$ cat config.mk
export PLATFORM = sky130hd
export DESIGN_NAME = vrsm_top
export DESIGN_NICKNAME = d
export VERILOG_FILES = /design/src/rtl/vrsm_pkg.sv /design/src/rtl/vrsm_sticky.sv /design/src/rtl/vrsm_arbiter.sv /design/src/rtl/vrsm_top.sv
export SDC_FILE = /design/constraint.sdc
export NUM_CORES = 1
export LEC_CHECK = 0
export ABC_CLOCK_PERIOD_IN_PS = 1950
export BUFFER_PORTS_ARGS = -buffer_cell sky130_fd_sc_hd__buf_2
export CAP_MARGIN = 20
export CORE_UTILIZATION = 58
export CTS_BUF_LIST = sky130_fd_sc_hd__clkbuf_2
export CTS_CLUSTER_DIAMETER = 150
export DETAILED_ROUTE_END_ITERATION = 10
export GPL_TIMING_DRIVEN = 0
export PLACE_DENSITY = 0.83
export SETUP_SLACK_MARGIN = 0.4
export SLEW_MARGIN = 20
export SYNTH_ARGS = -nofsm -noshare
export SYNTH_HDL_FRONTEND = slang
export SYNTH_HIERARCHICAL = 1
export SYNTH_SLANG_ARGS = --single-unit
$ cat constraint.sdc
create_clock -name CLK -period 1.95 [get_ports CLK]
set_clock_uncertainty 0.05 [all_clocks]
set_input_delay 0.39 -clock CLK [delete_from_list [all_inputs] [get_ports CLK]]
set_output_delay 0.39 -clock CLK [all_outputs]
set_load 0.005 [all_outputs]
$ cat src/rtl/vrsm_pkg.sv
// Constants, field layouts and carrier types of the vector and reset source map
package vrsm_pkg;

  localparam int unsigned ADDR_W = 8;
  localparam int unsigned DATA_W = 8;
  localparam int unsigned NUM_SLOTS = 6;

  // Vector slots: number n holds its address at VEC_TOP - 2*n and the byte after it
  localparam logic [15:0] VEC_TOP = 16'hdffe;
  localparam logic [2:0] VNUM_RESET = 3'h0;
  localparam logic [2:0] VNUM_SWI = 3'h1;
  localparam logic [2:0] VNUM_RESERVED = 3'h2;
  localparam logic [2:0] VNUM_LOW_VOLTAGE = 3'h3;
  localparam logic [2:0] VNUM_WAKEUP = 3'h4;
  localparam logic [2:0] VNUM_CHANNEL0 = 3'h5;

  // Register offsets
  localparam logic [ADDR_W-1:0] OFS_CTRL = 8'h00;
  localparam logic [ADDR_W-1:0] OFS_WAKE_INTERVAL = 8'h01;
  localparam logic [ADDR_W-1:0] OFS_RESET_INTERVAL = 8'h02;
  localparam logic [ADDR_W-1:0] OFS_FLAGS = 8'h03;
  localparam logic [ADDR_W-1:0] OFS_RESET_CAUSE = 8'h04;
  localparam logic [ADDR_W-1:0] OFS_IRQ_STATUS = 8'h05;
  localparam logic [ADDR_W-1:0] OFS_IRQ_MASK = 8'h06;
  localparam logic [ADDR_W-1:0] OFS_VEC_STATE = 8'h07;

  localparam logic [DATA_W-1:0] CTRL_RST = 8'h00;
  localparam logic [5:0] INTERVAL_RST = 6'h00;
  localparam logic [DATA_W-1:0] MASK_RST = 8'h00;

  // Flag bits (write one to clear)
  localparam int unsigned FLAG_CH0 = 0;
  localparam int unsigned FLAG_WAKE = 1;
  localparam int unsigned FLAG_LOWV = 2;
  localparam int unsigned FLAG_PERIODIC = 3;

  // Reset cause bits (write one to clear)
  localparam int unsigned CAUSE_POR = 0;
  localparam int unsigned CAUSE_PERIODIC = 1;
  localparam int unsigned CAUSE_WATCHDOG = 2;
  localparam int unsigned CAUSE_LOWV = 3;
  localparam int unsigned CAUSE_TEMP = 4;
  localparam int unsigned CAUSE_OPCODE = 5;
  localparam int unsigned CAUSE_ADDRESS = 6;

  // Interrupt status bits (cleared by reading)
  localparam int unsigned ST_CH0 = 0;
  localparam int unsigned ST_WAKE = 1;
  localparam int unsigned ST_LOWV = 2;
  localparam int unsigned ST_SWI = 3;
  localparam int unsigned ST_RESET = 4;
  localparam int unsigned ST_FETCH = 5;

  typedef struct packed {
    logic [1:0] spare;
    logic       watchdog_enable;
    logic       temp_restart_enable;
    logic       low_voltage_reset_enable;
    logic       low_voltage_detect_enable;
    logic       low_voltage_irq_enable;
    logic       channel0_irq_enable;
  } vrsm_ctrl_t;

  typedef struct packed {
    logic       valid;
    logic [2:0] num;
    logic [15:0] addr;
  } vrsm_vector_t;

  typedef enum logic [1:0] {
    VS_IDLE  = 2'b00,
    VS_OFFER = 2'b01,
    VS_TAKEN = 2'b11
  } vrsm_state_t;

endpackage : vrsm_pkg

$ cat src/rtl/vrsm_sticky.sv
// Bank of sticky flags in which a set outweighs a clear in the same cycle
`timescale 1ns/1ps
`default_nettype none
module vrsm_sticky #(
  parameter int unsigned W = 8
) (
  input  wire logic         clk,
  input  wire logic         reset,
  input  wire logic [W-1:0] set,
  input  wire logic [W-1:0] clear,
  output var  logic [W-1:0] q
);

  genvar i;
  generate
    for (i = 0; i < W; i++) begin : g_bit
      always_ff @(posedge clk) begin
        if (reset) begin
          q[i] <= 1'b0;
        end else if (set[i]) begin
          q[i] <= 1'b1;
        end else if (clear[i]) begin
          q[i] <= 1'b0;
        end
      end
    end
  endgenerate

endmodule // vrsm_sticky
`default_nettype wire

$ cat src/rtl/vrsm_arbiter.sv
// Fixed-priority choice of the pending vector slot and its address
`timescale 1ns/1ps
`default_nettype none
module vrsm_arbiter
  import vrsm_pkg::*;
(
  input  wire logic [NUM_SLOTS-1:0] pending,
  output var  vrsm_vector_t         best
);

  function automatic logic [2:0] lowest_set(input logic [NUM_SLOTS-1:0] p);
    logic [2:0] n;
    n = 3'h0;
    for (int k = NUM_SLOTS - 1; k >= 0; k--) begin
      if (p[k]) begin
        n = 3'(k);
      end
    end
    return n;
  endfunction

  function automatic logic [15:0] slot_addr(input logic [2:0] n);
    return VEC_TOP - {12'h000, n, 1'b0};
  endfunction

  always_comb begin
    best.valid = |pending;
    best.num   = lowest_set(pending);
    best.addr  = slot_addr(best.num);
  end

endmodule // vrsm_arbiter
`default_nettype wire

$ cat src/rtl/vrsm_top.sv
// Interrupt and reset vector source map with register file and vector handshake
`timescale 1ns/1ps
`default_nettype none
module vrsm_top
  import vrsm_pkg::*;
(
  input  wire logic              CLK,
  input  wire logic              RESET,
  input  wire logic [ADDR_W-1:0] ADDR,
  input  wire logic [DATA_W-1:0] WDATA,
  input  wire logic              WR,
  input  wire logic              RD,
  output var  logic [DATA_W-1:0] RDATA,
  input  wire logic              CH0_EVENT,
  input  wire logic              WAKEUP_ELAPSED,
  input  wire logic              SUPPLY_LOW,
  input  wire logic              PERIODIC_RESET_ELAPSED,
  input  wire logic              WATCHDOG_TIMEOUT,
  input  wire logic              TEMP_BELOW_RESTART,
  input  wire logic              ILLEGAL_OPCODE,
  input  wire logic              ILLEGAL_ADDRESS,
  input  wire logic              SWI_EXECUTED,
  input  wire logic              VEC_ACK,
  output logic                   VEC_REQ,
  output var  logic [2:0]        VEC_NUM,
  output var  logic [15:0]       VEC_ADDR,
  output var  logic              SYS_RESET_REQ,
  output var  logic [5:0]        WAKEUP_INTERVAL,
  output var  logic [5:0]        PERIODIC_RESET_INTERVAL,
  output logic                   WATCHDOG_ENABLE,
  output logic                   LOW_VOLTAGE_DETECT_ENABLE,
  output logic                   IRQ
);

  vrsm_ctrl_t               ctrl;
  logic [5:0]               wakeup_interval_select;
  logic [5:0]               periodic_reset_interval;
  logic [DATA_W-1:0]        irq_mask;
  logic [3:0]               flags;
  logic [6:0]               reset_cause;
  logic [DATA_W-1:0]        irq_status;
  logic                     supply_low_q;
  logic                     temp_below_q;
  logic                     reset_pending;
  logic                     swi_pending;
  vrsm_state_t              state;
  vrsm_state_t              next_state;
  vrsm_vector_t             best;
  logic [NUM_SLOTS-1:0]     pending;

  logic                     wr_flags;
  logic                     wr_cause;
  logic                     rd_status;
  logic                     supply_fall;
  logic                     temp_fall;
  logic                     lowv_irq_event;
  logic                     lowv_reset_event;
  logic                     watchdog_event;
  logic                     temp_event;
  logic                     any_reset_event;
  logic                     ack_taken;
  logic [3:0]               flag_set;
  logic [3:0]               flag_clear;
  logic [6:0]               cause_set;
  logic [6:0]               cause_clear;
  logic [DATA_W-1:0]        status_set;
  logic [DATA_W-1:0]        status_clear;

  // Bus decode
  assign wr_flags  = WR && (ADDR == OFS_FLAGS);
  assign wr_cause  = WR && (ADDR == OFS_RESET_CAUSE);
  assign rd_status = RD && (ADDR == OFS_IRQ_STATUS);

  // Software-written configuration
  always_ff @(posedge CLK) begin
    if (RESET) begin
      ctrl <= vrsm_ctrl_t'(CTRL_RST);
    end else if (WR && (ADDR == OFS_CTRL)) begin
      ctrl <= vrsm_ctrl_t'(WDATA);
    end
  end

  always_ff @(posedge CLK) begin
    if (RESET) begin
      wakeup_interval_select <= INTERVAL_RST;
    end else if (WR && (ADDR == OFS_WAKE_INTERVAL)) begin
      wakeup_interval_select <= WDATA[5:0];
    end
  end

  always_ff @(posedge CLK) begin
    if (RESET) begin
      periodic_reset_interval <= INTERVAL_RST;
    end else if (WR && (ADDR == OFS_RESET_INTERVAL)) begin
      periodic_reset_interval <= WDATA[5:0];
    end
  end

  always_ff @(posedge CLK) begin
    if (RESET) begin
      irq_mask <= MASK_RST;
    end else if (WR && (ADDR == OFS_IRQ_MASK)) begin
      irq_mask <= WDATA;
    end
  end

  assign WATCHDOG_ENABLE           = ctrl.watchdog_enable;
  assign LOW_VOLTAGE_DETECT_ENABLE = ctrl.low_voltage_detect_enable;

  // Wakeup unit reads its intervals from here; registered copies keep them glitch free
  always_ff @(posedge CLK) begin
    if (RESET) begin
      WAKEUP_INTERVAL         <= INTERVAL_RST;
      PERIODIC_RESET_INTERVAL <= INTERVAL_RST;
    end else begin
      WAKEUP_INTERVAL         <= wakeup_interval_select;
      PERIODIC_RESET_INTERVAL <= periodic_reset_interval;
    end
  end

  // Level sources are acted on at their falling-below edge only
  always_ff @(posedge CLK) begin
    if (RESET) begin
      supply_low_q <= 1'b0;
      temp_below_q <= 1'b0;
    end else begin
      supply_low_q <= SUPPLY_LOW;
      temp_below_q <= TEMP_BELOW_RESTART;
    end
  end

  assign supply_fall = SUPPLY_LOW && !supply_low_q;
  assign temp_fall   = TEMP_BELOW_RESTART && !temp_below_q;

  assign lowv_irq_event = supply_fall && ctrl.low_voltage_detect_enable
                          && ctrl.low_voltage_irq_enable
                          && !ctrl.low_voltage_reset_enable;
  assign lowv_reset_event = supply_fall && ctrl.low_voltage_detect_enable
                            && ctrl.low_voltage_reset_enable;
  assign watchdog_event = WATCHDOG_TIMEOUT && ctrl.watchdog_enable;
  assign temp_event     = temp_fall && ctrl.temp_restart_enable;

  assign any_reset_event = PERIODIC_RESET_ELAPSED || watchdog_event || lowv_reset_event
                           || temp_event || ILLEGAL_OPCODE || ILLEGAL_ADDRESS;

  // Source flags
  always_comb begin
    flag_set                = 4'h0;
    flag_set[FLAG_CH0]      = CH0_EVENT;
    flag_set[FLAG_WAKE]     = WAKEUP_ELAPSED;
    flag_set[FLAG_LOWV]     = lowv_irq_event;
    flag_set[FLAG_PERIODIC] = PERIODIC_RESET_ELAPSED;
    flag_clear              = wr_flags ? WDATA[3:0] : 4'h0;
  end

  vrsm_sticky #(
    .W (4)
  ) u_flags (
    .clk   (CLK),
    .reset (RESET),
    .set   (flag_set),
    .clear (flag_clear),
    .q     (flags)
  );

  // Reset cause record; power-on is recorded by the reset value below
  always_comb begin
    cause_set                 = 7'h00;
    cause_set[CAUSE_PERIODIC] = PERIODIC_RESET_ELAPSED;
    cause_set[CAUSE_WATCHDOG] = watchdog_event;
    cause_set[CAUSE_LOWV]     = lowv_reset_event;
    cause_set[CAUSE_TEMP]     = temp_event;
    cause_set[CAUSE_OPCODE]   = ILLEGAL_OPCODE;
    cause_set[CAUSE_ADDRESS]  = ILLEGAL_ADDRESS;
    cause_clear               = wr_cause ? WDATA[6:0] : 7'h00;
  end

  logic [6:0] cause_bank;
  logic       por_seen;

  vrsm_sticky #(
    .W (7)
  ) u_cause (
    .clk   (CLK),
    .reset (RESET),
    .set   (cause_set),
    .clear (cause_clear),
    .q     (cause_bank)
  );

  always_ff @(posedge CLK) begin
    if (RESET) begin
      por_seen <= 1'b1;
    end else if (wr_cause && WDATA[CAUSE_POR]) begin
      por_seen <= 1'b0;
    end
  end

  always_comb begin
    reset_cause            = cause_bank;
    reset_cause[CAUSE_POR] = por_seen;
  end

  // Vector requests
  always_ff @(posedge CLK) begin
    if (RESET) begin
      reset_pending <= 1'b1;
    end else if (any_reset_event) begin
      reset_pending <= 1'b1;
    end else if (ack_taken && VEC_NUM == VNUM_RESET) begin
      reset_pending <= 1'b0;
    end
  end

  // A reset abandons an unserved software interrupt
  always_ff @(posedge CLK) begin
    if (RESET) begin
      swi_pending <= 1'b0;
    end else if (any_reset_event) begin
      swi_pending <= 1'b0;
    end else if (SWI_EXECUTED) begin
      swi_pending <= 1'b1;
    end else if (ack_taken && VEC_NUM == VNUM_SWI) begin
      swi_pending <= 1'b0;
    end
  end

  always_comb begin
    pending                   = '0;
    pending[VNUM_RESET]       = reset_pending;
    pending[VNUM_SWI]         = swi_pending;
    pending[VNUM_RESERVED]    = 1'b0;
    pending[VNUM_LOW_VOLTAGE] = flags[FLAG_LOWV] && ctrl.low_voltage_irq_enable;
    pending[VNUM_WAKEUP]      = flags[FLAG_WAKE];
    pending[VNUM_CHANNEL0]    = flags[FLAG_CH0] && ctrl.channel0_irq_enable;
  end

  vrsm_arbiter u_arbiter (
    .pending (pending),
    .best    (best)
  );

  // Shown vector follows the winner every cycle, so a late reset still overtakes
  always_ff @(posedge CLK) begin
    if (RESET) begin
      VEC_NUM  <= VNUM_RESET;
      VEC_ADDR <= VEC_TOP;
    end else begin
      VEC_NUM  <= best.num;
      VEC_ADDR <= best.addr;
    end
  end

  // Offer handshake toward the CPU fetch
  always_ff @(posedge CLK) begin
    if (RESET) begin
      state <= VS_IDLE;
    end else begin
      state <= next_state;
    end
  end

  always_comb begin
    next_state = state;
    case (state)
      VS_IDLE: begin
        if (best.valid) begin
          next_state = VS_OFFER;
        end
      end
      VS_OFFER: begin
        if (VEC_ACK) begin
          next_state = VS_TAKEN;
        end else if (!best.valid) begin
          next_state = VS_IDLE;
        end
      end
      VS_TAKEN: begin
        next_state = VS_IDLE;
      end
      default: begin
        next_state = VS_IDLE;
      end
    endcase
  end

  // Request drops the cycle after the winner vanishes; an ack then is ignored
  assign VEC_REQ   = (state == VS_OFFER);
  assign ack_taken = VEC_REQ && VEC_ACK;

  // System reset request pulse
  always_ff @(posedge CLK) begin
    if (RESET) begin
      SYS_RESET_REQ <= 1'b0;
    end else begin
      SYS_RESET_REQ <= any_reset_event;
    end
  end

  // Interrupt status, cleared by a read; a set in the read cycle survives
  always_comb begin
    status_set           = '0;
    status_set[ST_CH0]   = CH0_EVENT;
    status_set[ST_WAKE]  = WAKEUP_ELAPSED;
    status_set[ST_LOWV]  = lowv_irq_event;
    status_set[ST_SWI]   = SWI_EXECUTED;
    status_set[ST_RESET] = any_reset_event;
    status_set[ST_FETCH] = ack_taken;
    status_clear         = rd_status ? {DATA_W{1'b1}} : '0;
  end

  vrsm_sticky #(
    .W (DATA_W)
  ) u_status (
    .clk   (CLK),
    .reset (RESET),
    .set   (status_set),
    .clear (status_clear),
    .q     (irq_status)
  );

  assign IRQ = |(irq_status & irq_mask);

  // Read data, valid the cycle after the strobe only
  always_ff @(posedge CLK) begin
    if (RESET) begin
      RDATA <= '0;
    end else if (RD) begin
      case (ADDR)
        OFS_CTRL:           RDATA <= ctrl;
        OFS_WAKE_INTERVAL:  RDATA <= {2'b00, wakeup_interval_select};
        OFS_RESET_INTERVAL: RDATA <= {2'b00, periodic_reset_interval};
        OFS_FLAGS:          RDATA <= {4'h0, flags};
        OFS_RESET_CAUSE:    RDATA <= {1'b0, reset_cause};
        OFS_IRQ_STATUS:     RDATA <= irq_status;
        OFS_IRQ_MASK:       RDATA <= irq_mask;
        OFS_VEC_STATE:      RDATA <= {3'b000, VEC_REQ, best.valid, VEC_NUM};
        default:            RDATA <= '0;
      endcase
    end else begin
      RDATA <= '0;
    end
  end

endmodule // vrsm_top
`default_nettype wire

==> impl_metrics.env <==
export IMPL_run_status="complete, but fails checks"
export IMPL_violations="design-rule violations"
export IMPL_rr_worst_depth=5
export IMPL_maxSlewViolCount=0
export IMPL_synth_area_um2=3910
export IMPL_max_freq_ghz=0.562
export IMPL_slew_headroom_pct=59.9
export IMPL_ys_warn_count=6
export IMPL_timing_worst_setup_path_type="register to output port"
export IMPL_dp_cells=547
export IMPL_hold_viol=0
export IMPL_layout_cells_non_filler=575
export IMPL_row_count=29
export IMPL_viasPerCell=5.39
export IMPL_grt_usage_pct=27.3
export IMPL_core_um2=6420
export IMPL_drtIter0Drc=230
export IMPL_antenna_found_initial=0
export IMPL_tritoncts="built"
export IMPL_fin_nets=523
export IMPL_cts_root_buf="clkbuf_2"
export IMPL_final_core_utilization_pct=73.8
export IMPL_die_h_um=84.1
export IMPL_reg2reg_slack_ns=0.22
export IMPL_r2r_start="reset_pending$_SDFFE_PP1P_"
export IMPL_grt_pass1_wl_mm=14.6
export IMPL_drive_gt1_share_pct=39.6
export IMPL_crit_arrival_ns=1.34
export IMPL_pwr_density_cell_nw_per_um2=672
export IMPL_critical_path_startpoint_type="register"
export IMPL_final_cell_mix="dfxtp_1 (72), buf_2 (72), nor2_1 (44)"
export IMPL_fin_total_pwr_mw=3.18
export IMPL_syn_to_final_growth_pct=21.2
export IMPL_setup_tns_ns=0
export IMPL_hold_class="primary input to register"
export IMPL_syn_mean_instance_area_um2=10.2
export IMPL_fillers=476
export IMPL_critPathMaxFanout=2
export IMPL_min_period_over_period_pct=91.3
export IMPL_worstHoldStart="CH0_EVENT"
export IMPL_rsz0062_at_grt="yes"
export IMPL_cts_inserted_buffers=9
export IMPL_holdPathStages=3
export IMPL_clk_pin_slew_ns=0.24
export IMPL_io_buffers=71
export IMPL_peakVddDrop_mv=0.424
export IMPL_avgRoutedWirePerCell_um=16.4
export IMPL_dieArea_um2=7080
export IMPL_cts_sinks=93
export IMPL_dr_pass1_iters=8
export IMPL_wl_mm=9.44
export IMPL_hold_slack_ns=0.0346
export IMPL_htreeDepth=3
export IMPL_grt_max_degree=17
export IMPL_ios=74
export IMPL_die_w_um=84.1
export IMPL_p_leak_nw=2.13
export IMPL_dp_hpwl_mm=6.67
export IMPL_gr_total_overflow=0
export IMPL_vias=3100
export IMPL_start_util_pct=60.9
export IMPL_holdPathEnd="u_flags/q[0]$_SDFFE_PP0P_"
export IMPL_cp_required_ns=1.51
export IMPL_crit_path_end_kind="output port"
export IMPL_reg2reg_to="RDATA[3]$_SDFF_PP0_"
export IMPL_synth_cells=382
export IMPL_setup_viol=0
export IMPL_remaining_drc_errors=16
export IMPL_detail_route_antenna_nets=0
export IMPL_cap_violations=0
export IMPL_grt_pass1_vias=2865
export IMPL_worst_pin_slew_ns=0.601
export IMPL_fin_crit_ns=1.78
export IMPL_cts_buffer_depth=2
export IMPL_num_antenna_cells=0
export IMPL_clk_latency_ns=0.51
export IMPL_gp_congestion=0.879
[state kept, by name, summed over array words and instances (netlist names), 2 cells and up]
| register | cells |
|---|---|
| VEC_NUM | 3 |
| wakeup_interval_select | 6 |
| ctrl | 6 |
| state | 2 |
| u_cause/q | 6 |
| VEC_ADDR | 16 |
| u_status/q | 8 |
| periodic_reset_interval | 6 |
| irq_mask | 8 |
| WAKEUP_INTERVAL | 6 |
| RDATA | 8 |
| u_flags/q | 4 |
| PERIODIC_RESET_INTERVAL | 6 |
[what timing repair did]
action	4_1_cts	5_1_grt
gates resized for setup	28	10
setup endpoints to repair	10	11
hold buffers	0	0
pin swaps	8	4
buffers inserted	9	3
[metrics by stage]
step | area (um2) | worst slack, ns
final | 4740 | 0.170
after global routing | 4740 | 0.0732
after CTS | 4700 | 0.131
after detailed placement | 4450 | -0.131
after global placement | 4450 | -0.0981
after floorplan | 4000 | 0.194
[worst max path at each step]
stage                                from                                       to  slack (ns)
2_1_floorplan                     ADDR[6]   wakeup_interval_select[0]$_SDFFE_PP0P_        0.19
3_3_place_gp                      ADDR[0]  periodic_reset_interval[5]$_SDFFE_PP0P_        -0.1
3_5_place_dp                      ADDR[0]  periodic_reset_interval[1]$_SDFFE_PP0P_       -0.13
4_1_cts        u_status/q[2]$_SDFFE_PP0P_                                      IRQ        0.13
5_1_grt        u_status/q[6]$_SDFFE_PP0P_                                      IRQ        0.07
6_report       u_status/q[3]$_SDFFE_PP0P_                                      IRQ        0.17
[power by group]
| group | internal (mW) | switching, mW | leakage [nW] |
|---|---|---|---|
| Clock | 0.287 | 0.629 | 0.0630 |
| Combinational | 0.136 | 0.158 | 1.30 |
| Sequential | 1.94 | 0.0313 | 0.768 |
| Total | 2.37 | 0.818 | 2.13 |
[metal layers]
layer | part of all wire, % | up-vias | global-route usage (%) | wire, um
met2 | 48 | 130 | 45.2 | 4560
li1 | - | 1472 | - | -
met5 | 0 | - | 0 | 0
met4 | 2.1 | 0 | 11.6 | 201
met3 | 5.9 | 18 | 4.52 | 559
met1 | 44 | 1480 | 35.5 | 4120
[final cells by class]
| type | count | area (um2) | share of cell area, % |
|---|---|---|---|
| Timing Repair Buffer | 83 | 452 | 9.53 |
| Multi-Input combinational cell | 254 | 1900 | 40.2 |
| Clock buffer | 9 | 45.0 | 0.950 |
| Buffer | 29 | 188 | 3.96 |
| Sequential cell | 93 | 1900 | 40.1 |
| Inverter | 23 | 86.3 | 1.82 |
| Tap cell | 77 | 96.3 | 2.03 |
| Clock inverter | 7 | 66.3 | 1.40 |
[critical path: stages, from the launching register on]
cell	delay, ns
dfxtp_4	0.40
a22oi_1	0.17
nand4_1	0.12
buf_2	0.14
Note: power is estimated with default switching activity, not from simulation.
